--- config.mk ---
export PLATFORM = sky130hd
export DESIGN_NAME = tssfc_top
export DESIGN_NICKNAME = d
export VERILOG_FILES = /design/src/common/tssfc_pkg.sv /design/src/core/tssfc_edge_det.sv /design/src/core/tssfc_top.sv
export SDC_FILE = /design/constraint.sdc
export NUM_CORES = 1
export LEC_CHECK = 0
export ABC_CLOCK_PERIOD_IN_PS = 5700
export BUFFER_PORTS_ARGS = -buffer_cell sky130_fd_sc_hd__clkbuf_2
export CORE_MARGIN = 8
export CORE_UTILIZATION = 40
export CTS_CLUSTER_DIAMETER = 30
export DETAILED_ROUTE_END_ITERATION = 8
export HOLD_SLACK_MARGIN = 0.02
export PLACE_DENSITY = 0.78
export SETUP_SLACK_MARGIN = 0.1
export SYNTH_ARGS = -nofsm -noshare
export SYNTH_HDL_FRONTEND = slang
export SYNTH_SLANG_ARGS = --single-unit
--- constraint.sdc ---
create_clock -name pclk -period 5.7 [get_ports pclk]
set_input_delay 0.285 -clock pclk [delete_from_list [all_inputs] [get_ports pclk]]
set_output_delay 0.285 -clock pclk [all_outputs]
set_load 0.01 [all_outputs]
--- src/common/tssfc_pkg.sv ---
// shared constants, register map and types for the start-up and fail-safe clock controller
package tssfc_pkg;

  // ----------------------------------------------------------------
  // register map (byte addresses)
  // ----------------------------------------------------------------
  localparam logic [11:0] OFS_OSC_CONTROL = 12'h000;
  localparam logic [11:0] OFS_OSC_STATUS  = 12'h004;
  localparam logic [11:0] OFS_FAIL_CTRL   = 12'h008;

  // ----------------------------------------------------------------
  // oscillator_control fields
  // ----------------------------------------------------------------
  localparam int          BIT_SOFT_PLL    = 7;
  localparam int          POS_FREQ_SEL    = 3;
  localparam int          POS_CLK_SEL     = 0;
  localparam logic [7:0]  CTRL_WR_MASK    = 8'hFB;
  localparam logic [7:0]  CTRL_RESET      = 8'h38;
  localparam logic [1:0]  CLK_SEL_PRIMARY = 2'h0;
  localparam logic [1:0]  CLK_SEL_TIMER   = 2'h1;

  // ----------------------------------------------------------------
  // oscillator_status fields
  // ----------------------------------------------------------------
  localparam int BIT_TMR_RDY  = 7;
  localparam int BIT_PLL_RDY  = 6;
  localparam int BIT_SU_DONE  = 5;
  localparam int BIT_FAST_RDY = 4;
  localparam int BIT_FAST_LCK = 3;
  localparam int BIT_MED_RDY  = 2;
  localparam int BIT_SLOW_RDY = 1;
  localparam int BIT_FAST_STB = 0;

  // ----------------------------------------------------------------
  // fail control fields
  // ----------------------------------------------------------------
  localparam int BIT_FAIL_FLAG = 0;
  localparam int BIT_FAIL_IEN  = 1;

  // ----------------------------------------------------------------
  // primary oscillator configuration codes
  // ----------------------------------------------------------------
  localparam logic [2:0] CFG_LOW_POWER_XTAL = 3'h0;
  localparam logic [2:0] CFG_STANDARD_XTAL  = 3'h1;
  localparam logic [2:0] CFG_HIGH_SPEED_XTAL = 3'h2;
  localparam logic [2:0] CFG_RES_CAP        = 3'h3;
  localparam logic [2:0] CFG_INTERNAL_OSC   = 3'h4;

  // ----------------------------------------------------------------
  // timing counts
  // ----------------------------------------------------------------
  localparam int         OST_CYCLES  = 1024;
  localparam logic [9:0] OST_LAST    = 10'(OST_CYCLES - 1);
  localparam int         SAMPLE_DIV  = 64;
  localparam logic [4:0] SAMPLE_HALF = 5'(SAMPLE_DIV / 2 - 1);

  // ----------------------------------------------------------------
  // types
  // ----------------------------------------------------------------
  typedef enum logic [2:0] {
    ST_PWRUP, ST_OST, ST_WAIT_INT_FALL, ST_HOLD, ST_RUN, ST_INTERNAL, ST_FAILSAFE, ST_SLEEP
  } tssfc_fsm_t;

  typedef enum logic [1:0] {SRC_OFF, SRC_INT, SRC_EXT, SRC_TMR} tssfc_src_t;

  typedef struct packed {
    logic       dual_speed_switchover_enable;
    logic       fail_monitor_enable;
    logic       config_pll_force;
    logic       power_up_delay_timer_enable;
    logic [2:0] primary_osc_config;
  } tssfc_cfg_t;

  typedef struct packed {
    logic timer_osc_enable;
    logic timer_osc_ready;
    logic pll_ready;
    logic fast_osc_ready;
    logic fast_osc_locked;
    logic medium_osc_ready;
    logic slow_osc_ready;
    logic fast_osc_stable;
  } tssfc_osc_stat_t;

endpackage

--- src/core/tssfc_edge_det.sv ---
// edge detector for an oscillator level sampled on pclk
module tssfc_edge_det
  import tssfc_pkg::*;
(
  input  wire logic pclk,
  input  wire logic presetn,
  input  wire logic sig,
  output logic      rise,
  output logic      fall
);

  typedef struct packed {
    logic prev;
  } tssfc_edge_t;

  tssfc_edge_t st_reg;
  tssfc_edge_t st_next;

  always_comb begin
    st_next      = st_reg;
    st_next.prev = sig;
  end

  always_ff @(posedge pclk or negedge presetn) begin
    if (!presetn) begin
      st_reg <= '0;
    end else begin
      st_reg <= st_next;
    end
  end

  assign rise = sig & ~st_reg.prev;
  assign fall = ~sig & st_reg.prev;

endmodule

--- src/core/tssfc_top.sv ---
// start-up timer, dual-speed switchover, fail-safe monitor and oscillator registers
// Summary of operation
// - two-speed only with switchover or fail monitor bit, select 00 and a crystal mode
// - start-up begins after power-on (after power-up delay) and each wake-up
// - during two-speed run internal clock while 1024 external cycles counted
// - on expiry wait internal fall, set done flag, hold low, switch on external fall
// - timer oscillator or crystal switch waits for 1024 counted cycles
// - fail monitor needs enable bit, covers external modes, acts after timer expiry
// - sample clock is slow internal oscillator divided by 64
// - detector latch set on external fall, cleared on sample rise
// - failure when a sample half-period passes with no external low
// - on failure switch to internal oscillator and set fail flag
// - interrupt only when fail flag and its enable are both set
// - stay on internal source until firmware restarts external clock
// - fail condition cleared by reset, sleep or changed clock select
// - clock select change restarts timer, internal until expiry, then external
// - fail flag cannot be cleared while fail condition holds
// - external input and RC modes skip the start-up timer
// - fail monitor enable also enables two-speed start-up
// - config PLL bit forces PLL on, else software bit controls it
// - 4-bit frequency select, resets to 0111
// - clock select 1x internal, 01 timer oscillator, 00 configured primary
// - done flag 1 on configured clock, 0 on internal oscillator
// - read-only ready, lock and stable bits of the oscillators
// - timer ready reads real readiness if enabled, else always 1
// - sleep aborts a start-up and leaves the done flag clear
//
// Local design decisions: the APB interface to the registers and the register addresses.
module tssfc_top
  import tssfc_pkg::*;
(
  input  wire logic            pclk,
  input  wire logic            presetn,
  input  wire logic            psel,
  input  wire logic            penable,
  input  wire logic            pwrite,
  input  wire logic [11:0]     paddr,
  input  wire logic [31:0]     pwdata,
  input  wire logic [3:0]      pstrb,
  output logic      [31:0]     prdata,
  output logic                 pready,
  output logic                 pslverr,
  input  wire tssfc_cfg_t      cfg,
  input  wire tssfc_osc_stat_t osc_stat,
  input  wire logic            power_up_done,
  input  wire logic            sleep_enter,
  input  wire logic            wake_up,
  input  wire logic            ext_osc_clk,
  input  wire logic            int_osc_clk,
  input  wire logic            timer_osc_clk,
  input  wire logic            slow_osc_clk,
  output tssfc_src_t           sys_clk_src,
  output logic [3:0]           internal_freq_select,
  output logic                 pll_enable,
  output logic                 start_up_done_flag,
  output logic                 osc_fail_flag,
  output logic                 osc_fail_irq,
  output logic                 fail_safe_active
);

  // ----------------------------------------------------------------
  // state
  // ----------------------------------------------------------------
  typedef struct packed {
    tssfc_fsm_t  fsm;
    tssfc_src_t  src;
    logic [7:0]  ctrl;
    logic        fail_flag;
    logic        fail_ien;
    logic        fail_cond;
    logic        su_done;
    logic        pll_en;
    logic        irq;
    logic [9:0]  ost_cnt;
    logic [4:0]  div_cnt;
    logic        sample_clk;
    logic        fd_latch;
    logic        pready;
    logic        pslverr;
    logic [31:0] prdata;
  } tssfc_st_t;

  tssfc_st_t st_reg;
  tssfc_st_t st_next;

  logic ext_fall;
  logic int_fall;
  logic tmr_fall;
  logic slow_rise;

  // ----------------------------------------------------------------
  // oscillator edges
  // ----------------------------------------------------------------
  tssfc_edge_det u_ext (
    .pclk    (pclk),
    .presetn (presetn),
    .sig     (ext_osc_clk),
    .rise    (),
    .fall    (ext_fall)
  );

  tssfc_edge_det u_int (
    .pclk    (pclk),
    .presetn (presetn),
    .sig     (int_osc_clk),
    .rise    (),
    .fall    (int_fall)
  );

  tssfc_edge_det u_tmr (
    .pclk    (pclk),
    .presetn (presetn),
    .sig     (timer_osc_clk),
    .rise    (),
    .fall    (tmr_fall)
  );

  tssfc_edge_det u_slow (
    .pclk    (pclk),
    .presetn (presetn),
    .sig     (slow_osc_clk),
    .rise    (slow_rise),
    .fall    ()
  );

  // ----------------------------------------------------------------
  // decode helpers
  // ----------------------------------------------------------------
  logic       acc_rd;
  logic       acc_wr;
  logic       sel_ctrl;
  logic       sel_stat;
  logic       sel_fail;
  logic [1:0] clk_sel;
  logic       mon_fall;
  logic       crystal;
  logic       two_speed;
  logic       tmr_rdy_eff;
  logic       fail_detect;
  logic       sample_rise;
  logic       sample_fall;
  logic       sel_change;
  logic       do_start;
  logic [7:0] ctrl_wr;
  logic [7:0] status;

  assign sel_ctrl  = (paddr == OFS_OSC_CONTROL);
  assign sel_stat  = (paddr == OFS_OSC_STATUS);
  assign sel_fail  = (paddr == OFS_FAIL_CTRL);
  assign acc_rd    = psel & penable & ~st_reg.pready;
  assign acc_wr    = psel & penable & st_reg.pready & pwrite & pstrb[0];
  assign clk_sel   = st_reg.ctrl[POS_CLK_SEL +: 2];
  // external timebase being counted or monitored follows the clock select
  assign mon_fall  = (clk_sel == CLK_SEL_TIMER) ? tmr_fall : ext_fall;
  assign crystal   = (cfg.primary_osc_config == CFG_LOW_POWER_XTAL) |
                     (cfg.primary_osc_config == CFG_STANDARD_XTAL) |
                     (cfg.primary_osc_config == CFG_HIGH_SPEED_XTAL);
  assign two_speed = cfg.dual_speed_switchover_enable | cfg.fail_monitor_enable;
  assign tmr_rdy_eff = osc_stat.timer_osc_enable ? osc_stat.timer_osc_ready : 1'b1;
  assign ctrl_wr   = (pwdata[7:0] & CTRL_WR_MASK);
  assign sel_change = acc_wr & sel_ctrl & (ctrl_wr[POS_CLK_SEL +: 2] != clk_sel);

  // divide-by-64 sample clock: toggles every 32 slow oscillator rises
  assign sample_rise = slow_rise & (st_reg.div_cnt == SAMPLE_HALF) & ~st_reg.sample_clk;
  assign sample_fall = slow_rise & (st_reg.div_cnt == SAMPLE_HALF) & st_reg.sample_clk;
  // half-period check at sample fall; latch armed outside run so stale state never trips
  assign fail_detect = (st_reg.fsm == ST_RUN) & cfg.fail_monitor_enable &
                       sample_fall & ~st_reg.fd_latch & ~mon_fall;

  assign status = {tmr_rdy_eff, osc_stat.pll_ready, st_reg.su_done, osc_stat.fast_osc_ready,
                   osc_stat.fast_osc_locked, osc_stat.medium_osc_ready, osc_stat.slow_osc_ready,
                   osc_stat.fast_osc_stable};

  // ----------------------------------------------------------------
  // next state
  // ----------------------------------------------------------------
  always_comb begin
    st_next  = st_reg;
    do_start = 1'b0;

    // sample clock divider runs freely
    if (slow_rise) begin
      if (st_reg.div_cnt == SAMPLE_HALF) begin
        st_next.div_cnt    = '0;
        st_next.sample_clk = ~st_reg.sample_clk;
      end else begin
        st_next.div_cnt = st_reg.div_cnt + 5'h1;
      end
    end

    // detector latch: set wins over clear
    if (st_reg.fsm != ST_RUN) begin
      st_next.fd_latch = 1'b1;
    end else if (mon_fall) begin
      st_next.fd_latch = 1'b1;
    end else if (sample_rise) begin
      st_next.fd_latch = 1'b0;
    end

    // register writes
    if (acc_wr && sel_ctrl) begin
      st_next.ctrl = ctrl_wr;
    end
    if (acc_wr && sel_fail) begin
      st_next.fail_ien = pwdata[BIT_FAIL_IEN];
      if (!pwdata[BIT_FAIL_FLAG] && !st_reg.fail_cond) begin
        st_next.fail_flag = 1'b0;
      end
    end

    unique case (st_reg.fsm)
      ST_PWRUP: begin
        if (!cfg.power_up_delay_timer_enable || power_up_done) begin
          do_start = 1'b1;
        end
      end
      ST_OST: begin
        if (mon_fall) begin
          if (st_reg.ost_cnt == OST_LAST) begin
            if (st_reg.src == SRC_INT) begin
              st_next.fsm = ST_WAIT_INT_FALL;
            end else begin
              st_next.src     = (clk_sel == CLK_SEL_TIMER) ? SRC_TMR : SRC_EXT;
              st_next.su_done = (clk_sel == CLK_SEL_PRIMARY);
              st_next.fsm     = ST_RUN;
            end
          end else begin
            st_next.ost_cnt = st_reg.ost_cnt + 10'h1;
          end
        end
      end
      ST_WAIT_INT_FALL: begin
        if (int_fall) begin
          st_next.su_done = (clk_sel == CLK_SEL_PRIMARY);
          st_next.src     = SRC_OFF;
          st_next.fsm     = ST_HOLD;
        end
      end
      ST_HOLD: begin
        if (mon_fall) begin
          st_next.src = (clk_sel == CLK_SEL_TIMER) ? SRC_TMR : SRC_EXT;
          st_next.fsm = ST_RUN;
        end
      end
      ST_RUN: begin
        if (fail_detect) begin
          st_next.fail_cond = 1'b1;
          st_next.fail_flag = 1'b1;
          st_next.src       = SRC_INT;
          st_next.su_done   = 1'b0;
          st_next.fsm       = ST_FAILSAFE;
        end
      end
      ST_INTERNAL: begin
      end
      // only a select change, sleep or reset leaves here
      ST_FAILSAFE: begin
      end
      ST_SLEEP: begin
        if (wake_up) begin
          do_start = 1'b1;
        end
      end
    endcase

    if (sel_change && st_reg.fsm != ST_PWRUP && st_reg.fsm != ST_SLEEP) begin
      st_next.fail_cond = 1'b0;
      do_start          = 1'b1;
    end

    if (do_start) begin
      st_next.ost_cnt = '0;
      st_next.su_done = 1'b0;
      if (st_next.ctrl[POS_CLK_SEL + 1]) begin
        st_next.src = SRC_INT;
        st_next.fsm = ST_INTERNAL;
      end else if (st_next.ctrl[POS_CLK_SEL +: 2] == CLK_SEL_TIMER) begin
        st_next.src = SRC_INT;
        st_next.fsm = ST_OST;
      end else if (cfg.primary_osc_config == CFG_INTERNAL_OSC) begin
        st_next.src = SRC_INT;
        st_next.fsm = ST_INTERNAL;
      end else if (crystal) begin
        // without two-speed the core waits on a stopped clock
        st_next.src = two_speed ? SRC_INT : SRC_OFF;
        st_next.fsm = ST_OST;
      end else begin
        st_next.src     = SRC_EXT;
        st_next.su_done = 1'b1;
        st_next.fsm     = ST_RUN;
      end
    end

    if (sleep_enter) begin
      st_next.fsm       = ST_SLEEP;
      st_next.src       = SRC_OFF;
      st_next.su_done   = 1'b0;
      st_next.fail_cond = 1'b0;
    end

    st_next.pll_en = cfg.config_pll_force | st_next.ctrl[BIT_SOFT_PLL];
    st_next.irq    = st_next.fail_flag & st_next.fail_ien;

    // apb: one wait state, data prepared in the first access cycle
    st_next.pready  = acc_rd;
    st_next.pslverr = acc_rd & ~(sel_ctrl | sel_stat | sel_fail);
    st_next.prdata  = '0;
    if (acc_rd) begin
      if (sel_ctrl) begin
        st_next.prdata = {24'h000000, st_reg.ctrl};
      end else if (sel_stat) begin
        st_next.prdata = {24'h000000, status};
      end else if (sel_fail) begin
        st_next.prdata = {30'h0, st_reg.fail_ien, st_reg.fail_flag};
      end
    end
  end

  always_ff @(posedge pclk or negedge presetn) begin
    if (!presetn) begin
      st_reg      <= '0;
      st_reg.fsm  <= ST_PWRUP;
      st_reg.src  <= SRC_INT;
      st_reg.ctrl <= CTRL_RESET;
    end else begin
      st_reg <= st_next;
    end
  end

  // ----------------------------------------------------------------
  // outputs
  // ----------------------------------------------------------------
  assign prdata               = st_reg.prdata;
  assign pready               = st_reg.pready;
  assign pslverr              = st_reg.pslverr;
  assign sys_clk_src          = st_reg.src;
  assign internal_freq_select = st_reg.ctrl[POS_FREQ_SEL +: 4];
  assign pll_enable           = st_reg.pll_en;
  assign start_up_done_flag   = st_reg.su_done;
  assign osc_fail_flag        = st_reg.fail_flag;
  assign osc_fail_irq         = st_reg.irq;
  assign fail_safe_active     = st_reg.fail_cond;
endmodule

== After elaboration in Yosys (flattened, before gate mapping) ==
Cells that the tools add are included.
Storage, ports and cells
  flip-flop bits (word level): 73
  input bits: 75
  output and inout port bits: 45
Operators by class
  add/subtract/negate cells: 2
  eq/ne operators: 25
  multiplexer cells: 53
  bitwise gates (word level): 35
  reduce and logical (&&, ||, !) cells: 27
Operators with widths (number)
  two-way mux 5 bit: 12
  two-way mux 10 bit: 4
  two-way mux 8 bit: 4
  two-way mux 1 bit: 24
  inequality test 4 bit (second input constant): 6
  AND 1 bit: 20
  one-hot mux 5 bit (4 select lines): 1
  equality test 12 x 3 -> 1 bit (second input constant): 1
  equality test 12 x 4 -> 1 bit (second input constant): 1
  logical NOT 12 bit: 1
  AND reduction 6 bit: 2
  nonzero test 3 bit: 4
  adder 10 x 1 -> 10 bit (second input constant): 1
  equality test 10 bit (second input constant): 1
  two-way mux 2 bit: 5
  equality test 3 x 2 -> 1 bit (second input constant): 3
  equality test 3 bit (second input constant): 3
  NOT 1 bit: 9
  AND reduction 7 bit: 1
  equality test 2 x 1 -> 1 bit (second input constant): 3
  equality test 3 x 1 -> 1 bit (second input constant): 2
  logical NOT 3 bit: 2
  inequality test 3 bit (second input constant): 2
  OR 1 bit: 6
  other kinds (16): 24

== Logic depth before layout (Yosys ltp) ==
Gate-level depths: netlist of run 1.
  depth after elaboration: 11
  gate-level depth with buffers: 10

== Modules after synthesis ==
Synthesis of run 1 repeated with hierarchy kept, for this count alone.
Second synthesis, totals
  cell total of the unflattened synthesis: 303
  area total of the unflattened synthesis: 2947.8 um2
Modules (own cells, without submodules)
  tssfc_top: instances 1, cells an instance 291, area an instance 2787.7 um2
  tssfc_edge_det: instances 4, cells an instance 3, area an instance 40.0 um2

== Worst setup path before layout of run 1 ==
Ideal clock, no wire load.
  path kind: register to register
  start: register st_reg[36] (netlist bit)
  end: register st_reg[67] (netlist bit)
  library setup time: 0.121 ns
  arrival time: 2.128 ns
  data required time: 5.579 ns
  slack: 3.452 ns
  stages on the path, launching flop included: 11
  path buffers: 1
  period minus slack after synthesis: 2.248 ns
  cells stage by stage: dfrtp_1 -> ha_1 -> and3_1 -> ha_1 -> nand3b_1 -> a2111oi_4 -> o221ai_2 -> o211a_1 -> buf_6 -> a21o_1 -> a2bb2oi_1
On the way
  word-level cells in the longest chain between the ends: 8
Ends and longest elaborated chain
  from (decl): line tssfc_top.sv:83  | tssfc_st_t st_reg;
  from (signal assigned): line tssfc_top.sv:326  | st_reg <= st_next;
  equality test 5 bit: line tssfc_top.sv:165  | assign sample_fall = slow_rise & (st_reg.div_cnt == SAMPLE_HALF) & st_reg.sample_clk;
  AND 1 bit (2 in a row): line tssfc_top.sv:165
  AND 1 bit: line tssfc_top.sv:167  | assign fail_detect = (st_reg.fsm == ST_RUN) & cfg.fail_monitor_enable &
  AND 1 bit (2 in a row): line tssfc_top.sv:168  | sample_fall & ~st_reg.fd_latch & ~mon_fall;
  inequality test 4 bit (no source line)
  AND reduction 6 bit (no source line)
No other way between the ends.
A chain may end at the register's enable or synchronous reset.

== Worst setup path after layout of run 1 ==
  start: register st_reg[36] (netlist bit)
  end: register st_reg (netlist bit sys_clk_src[0])
On the way
  word-level cells in the longest chain between the ends: 8
Ends and longest elaborated chain (line)
  equality test 5 bit: tssfc_top.sv:165
  AND 1 bit (2 in a row): tssfc_top.sv:165
  AND 1 bit: tssfc_top.sv:167
  AND 1 bit (2 in a row): tssfc_top.sv:168
  inequality test 4 bit (no source line)
  AND reduction 7 bit (no source line)
No other way between the ends.

==> flow_metrics.tcl, run 1 <==
set metrics [dict create \
    fin_crit_ns 2.539 \
    nNetsFinal 422 \
    hold_class "in2async" \
    final_common_cell "clkbuf_2" \
    setup_viol 0 \
    die_area_um2 10190 \
    ant_nets 0 \
    ys.flop_type "dfrtp_1" \
    cts_root_buf "clkbuf_8" \
    crit_path_start_kind "flop" \
    start_util_pct 40.43 \
    synthesis.area_um2 2885 \
    tightest_slew_ns 0.6297 \
    clock_path_buffers 2 \
    fin_crit_sh_pct 44.54 \
    final_cell_mix "clkbuf_2 (67), dfrtp_1 (45), nor2_1 (29)" \
    die_w_um 100.9 \
    max_freq_ghz 0.3939 \
    path_cells "ha_1 > and3_1 > ha_1 > nand3b_1 > a2111oi_4 > o221ai_2 > o211a_1 > o41ai_2" \
    grt_pass1_vias 2213 \
    crit_slowest_cell "dfrtp_1" \
    gr-total-overflow 0 \
    ys_ff_latch 49 \
    hold_viol 0 \
    clk_latency_ns 0.31 \
    synth_enable_flop_cells 0 \
    grt_max_degree 50 \
    place_ws_ns 3.167 \
    fp-row-count 31 \
    vias_per_cell 4.975 \
    yosysSeqAreaShare_pct 42.67 \
    avgRoutedWirePerCell_um 14.55 \
    arrival_ns 2.75 \
    area_growth_pct 10.62 \
    worstPathRequired_ns 5.91 \
    grt_antenna_before_repair 0 \
    placed_cells 436 \
    finalNonFillerCells 444 \
    die_y_um 100.9 \
    io_buffers 67 \
    tritoncts "done" \
    critPathMaxFanout 10 \
    drtIter0Drc 119 \
    p_leak_nw 1.548 \
    final_cell_area_um2 3192 \
    grt_pass1_wl_um 10640 \
    powerDensity_nw_per_um2 296.2 \
    diodes 0 \
    clock_skew_ns 0.007979 \
    first_pass_iters 4 \
    outcome "finished clean" \
    placed_area_um2 3108 \
    cts_buffers 5 \
    vdd_drop_max_uv 140.6 \
    hold_buffers 0 \
    cap_violations 0 \
    relSlewSlack_pct 57.63 \
    drive_gt1_share_pct 29.57 \
    worst-setup-path-type "reg2reg" \
    place.gp.congestion 0.8203 \
    syn_avg_cell_area_um2 9.847 \
    cts.sinks 49 \
    fin_util_pct 44.72 \
    synthArstFlopShare_pct 100.0 \
    critPathMaxStageDelay_ns 0.40 \
    setup_ws_ns 3.161 \
    cpMostUsedCell "ha_1" \
    dp_hpwl_um 5119 \
    largest_reg_flops 22 \
    core_area_um2 7137 \
    rsz0062_at_grt "false" \
    cts_max_level 2 \
    track_usage_pct 13.17 \
    cpLargestDelayFamily "compound AO/OA/AOI/OAI gates" \
    post_cts_resized 0 \
    path_clk_slew_ns 0.09 \
    slew_viol_final 0 \
    wl_um 6462 \
    synthDistinctLibCells 60 \
    num_vias 2209 \
    drcViolationCount 0 \
    io_pins 120 \
    cts_setup_buffers 0 \
    synth_cells 293 \
    worst-path-buf-inv 0 \
    crit_path_end_kind "flop" \
    yosysWarnings 0 \
    finalSetupTns_ns 0 \
]
-- final timing paths --
| check | from | depth (start not counted) | slack [ns] | to |
|---|---|---|---|---|
| setup / recovery | st_reg[36]$_DFFE_PN0N_ | 8 | 3.16 | sys_clk_src[0]$_DFFE_PN1P_ |
| hold / removal | presetn | 2 | 0.07 | pll_enable$_DFF_PN0_ |
| setup reg to reg | st_reg[36]$_DFFE_PN0N_ | 8 | 3.16 | sys_clk_src[0]$_DFFE_PN1P_ |
| hold reg to reg | sys_clk_src[0]$_DFFE_PN1P_ | 2 | 0.51 | sys_clk_src[0]$_DFFE_PN1P_ |
| max in group asynchronous | presetn | 2 | 5.21 | clk_sel[1]$_DFF_PN0_ |
| min in group pclk | ext_osc_clk | 1 | 0.09 | u_ext.st_reg$_DFF_PN0_ |
-- per-stage QoR --
stage	hold slack, ns	power, W
after floorplan	-0.01059	0.0006989
after global placement	0.4093	0.0007402
after detailed placement	0.4104	0.0007497
after CTS	0.08586	0.0009522
after global routing	0.08844	0.001014
final	0.06771	0.0009453
-- power breakdown --
part / total [W] / switching, W / leakage [nW] / internal, W
Clock: 0.000201 / 0.000114 / 0.0385 / 0.0000870
Combinational: 0.000295 / 0.000162 / 0.884 / 0.000133
Sequential: 0.000449 / 0.0000572 / 0.626 / 0.000392
Total: 0.000945 / 0.000333 / 1.55 / 0.000613
-- logic make-up after synthesis --
| logic type | Yosys count | synth area share, % |
|---|---|---|
| muxes | 18 | 6.678 |
| and+or+nand+nor | 101 | 19.17 |
| DFF | 49 | 42.67 |
| xor gates and xnor gates | 12 | 3.643 |
| AOI/OAI and AO/OA | 57 | 14.31 |
| other | 1 | 0.1300 |
| adders and majority gates | 3 | 1.301 |
| buffers and inverters | 52 | 12.10 |
-- cell usage after synthesis, types with 2 or more instances --
library cell | number | area, um2
o211a_1 | 2 | 20.02
a21oi_1 | 12 | 60.06
nor3b_1 | 2 | 15.01
xnor2_1 | 9 | 78.83
and3_1 | 6 | 37.54
nand3_1 | 6 | 30.03
nand2_1 | 21 | 78.83
a211oi_1 | 2 | 15.01
nand2b_1 | 4 | 25.02
a31oi_1 | 3 | 18.77
dfstp_2 | 4 | 105.1
buf_2 | 3 | 15.01
o31ai_1 | 3 | 22.52
or2_2 | 2 | 12.51
nor2b_1 | 3 | 18.77
o22ai_1 | 3 | 18.77
o21ai_0 | 14 | 70.07
inv_1 | 5 | 18.77
mux2i_1 | 8 | 80.08
and2b_1 | 2 | 15.01
nand4_1 | 3 | 18.77
nor4_1 | 4 | 25.02
dfrtp_1 | 45 | 1126
ha_1 | 3 | 37.54
mux2_2 | 10 | 112.6
and2_1 | 2 | 12.51
nor4_2 | 2 | 25.02
a41oi_1 | 2 | 17.52
clkbuf_1 | 5 | 18.77
nor2_1 | 29 | 108.9
a22oi_1 | 2 | 15.01
xor2_1 | 3 | 26.28
nor3_1 | 4 | 20.02
nand3b_1 | 2 | 15.01
buf_4 | 38 | 285.3
-- routing by layer --
layer  share of wire (%)  global-route usage (%)
met1                  44                   16.06
met2                  49                   21.91
met3                 4.5                   2.348
met4                 2.1                   6.300
met5                   0                       0
-- cell type report --
| type | count | area, um2 |
|---|---|---|
| fill | 721 | 3945 |
| multi-input combinational | 215 | 1391 |
| sequential | 49 | 1231 |
| timing repair buffer | 68 | 342.8 |
| tap | 99 | 123.9 |
| clock buffer | 7 | 76.32 |
| inverter | 5 | 18.77 |
| clock inverter | 1 | 7.507 |
Note: power is estimated with default switching activity, not from simulation.
==> run 2, diff against run 1 <==
ABC_CLOCK_PERIOD_IN_PS = 2570   (was 5700)
clock period = 2.57 ns   (was 5.7 ns; I/O delays follow)
==> run 2 against run 1 <==
Net effect: routed wire length about the same; sequential cell count unchanged; critical endpoint is now osc_fail_irq$_DFF_PN0_; worst setup slack worse by 2.9 ns.
==> flow_metrics.tcl, run 2 (synthesis gave the netlist of run 1 again) <==
set metrics [dict create \
    grt_antenna_before_repair 0 \
    p_leak_nw 1.603 \
    final_common_cell "clkbuf_2" \
    worstPathRequired_ns 2.80 \
    crit_path_end_kind "flop" \
    hold_viol 0 \
    worst-setup-path-type "reg2reg" \
    core_area_um2 7137 \
    hold_class "in2reg" \
    cts_max_level 2 \
    outcome "finished clean" \
    largest_reg_flops 22 \
    p_seq_share_pct 45.2 \
    slew_viol_final 0 \
    p_switching_w 0.0007743 \
    cts.sinks 49 \
    finalNonFillerCells 455 \
    drcViolationCount 0 \
    track_usage_pct 13.26 \
    internal_power_w 0.001422 \
    clock_skew_ns 0.01121 \
    io_pins 120 \
    start_util_pct 40.43 \
    diodes 0 \
    setup_viol 0 \
    p_sw_share_pct 35.26 \
    vdd_drop_max_uv 377.0 \
    fin_crit_ns 2.287 \
    die_y_um 100.9 \
    nNetsFinal 433 \
    critPathMaxFanout 4 \
    grt_pass1_vias 2242 \
    avgRoutedWirePerCell_um 14.19 \
    clkPwrFrac_pct 22.3 \
    grt_max_degree 50 \
    cts_buffers 5 \
    cts_root_buf "clkbuf_8" \
    die_area_um2 10190 \
    fin_crit_sh_pct 88.97 \
    powerDensity_nw_per_um2 661.0 \
    combPwrFrac_pct 32.4 \
    arrival_ns 2.51 \
    clk_latency_ns 0.31 \
    relSlewSlack_pct 59.19 \
    crit_path_start_kind "flop" \
    io_buffers 67 \
    tightest_slew_ns 0.6121 \
    drive_gt1_share_pct 31.18 \
    drtIter0Drc 80 \
    fp-row-count 31 \
    finalSetupTns_ns 0 \
    grt_pass1_wl_um 10810 \
    final_cell_mix "clkbuf_2 (67), dfrtp_1 (45), nor2_1 (29)" \
    vias_per_cell 4.925 \
    cap_violations 0 \
    max_freq_ghz 0.4373 \
    dp_hpwl_um 5137 \
    num_vias 2241 \
    clock_path_buffers 2 \
    wl_um 6456 \
    ant_nets 0 \
    place.gp.congestion 0.8381 \
    area_growth_pct 15.13 \
    die_w_um 100.9 \
    first_pass_iters 4 \
    path_clk_slew_ns 0.09 \
    rsz0062_at_grt "false" \
    gr-total-overflow 0 \
    placed_cells 438 \
    tritoncts "done" \
]
run 2: cell count changes in the layout (fill, tap and decap cells not counted), sizes merged:
cell / change
dlygate4sd3: +7
inv: +1
clkbuf: -1
buf: +4
run 2: worst paths after layout:
kind                                                 start  cells past startpoint                                   to  slack [ns]
worst max-delay path                st_reg[37]$_DFFE_PN0N_                      8               osc_fail_irq$_DFF_PN0_        0.28
worst min-delay path                             pwdata[6]                      2  internal_freq_select[3]$_DFFE_PN0N_        0.05
worst max register to register      st_reg[37]$_DFFE_PN0N_                      8               osc_fail_irq$_DFF_PN0_        0.28
worst min register to register  sys_clk_src[0]$_DFFE_PN1P_                      2           sys_clk_src[0]$_DFFE_PN1P_        0.51
max in group asynchronous                          presetn                      3                  prdata[4]$_DFF_PN0_        1.70
min in group asynchronous                          presetn                      3               st_reg[38]$_DFFE_PN0N_        0.44
run 2: through the flow:
stage                     hold WS [ns]  total power, W  instance area [um2]  utilization (%)  setup WS [ns]
after global routing           0.04128        0.002346                 3322            46.55         0.1482
final                          0.04702        0.002196                 3322            46.55         0.2834
after floorplan                -0.1671        0.001550                 2972                -         0.3216
after detailed placement        0.2525        0.001679                 3123            43.76        0.05357
after CTS                      0.03911        0.002184                 3299            46.23         0.1262
after global placement          0.2528        0.001652                 3123            43.76         0.1258
run 2: timing repair:
item,in CTS,in global routing
buffers inserted,1,1
pin swaps,1,3
endpoints found under the hold margin,51,0
gates resized for setup,1,3
hold buffers,7,0
endpoints found under the setup margin,3,6
run 2: layer usage:
layer  share of wire (%)  global-route usage [%]
met5                   0                       0
met4                 2.4                   6.071
met3                 5.6                   2.348
met2                  49                   21.70
met1                  43                   16.57
run 2: worst max-delay path, stage by stage (launching register included):
cell      delay (ns)
dfrtp_1         0.38
ha_1            0.19
and3_1          0.17
ha_2            0.20
nand3b_1        0.18
buf_4           0.21
nor4_1          0.53
o22ai_1         0.17
a21oi_1         0.18
run 2: cell type report:
cell class,instances,area (um2)
fillers,697,3815
multi-input cells,215,1406
flip-flops and latches,49,1231
repair buffers,79,442.9
well taps,99,123.9
clock buffers,6,82.58
inverters,5,18.77
clock inverters,2,16.27
run 2: power groups by stage:
stage,combinational (W),clock [W],sequential [W]
finish,0.000712,0.000490,0.000994
global route,0.000806,0.000529,0.00101
CTS,0.000688,0.000504,0.000992
detailed placement,0.000673,0,0.00101
global placement,0.000648,0,0.00100
floorplan,0.000608,0,0.000942
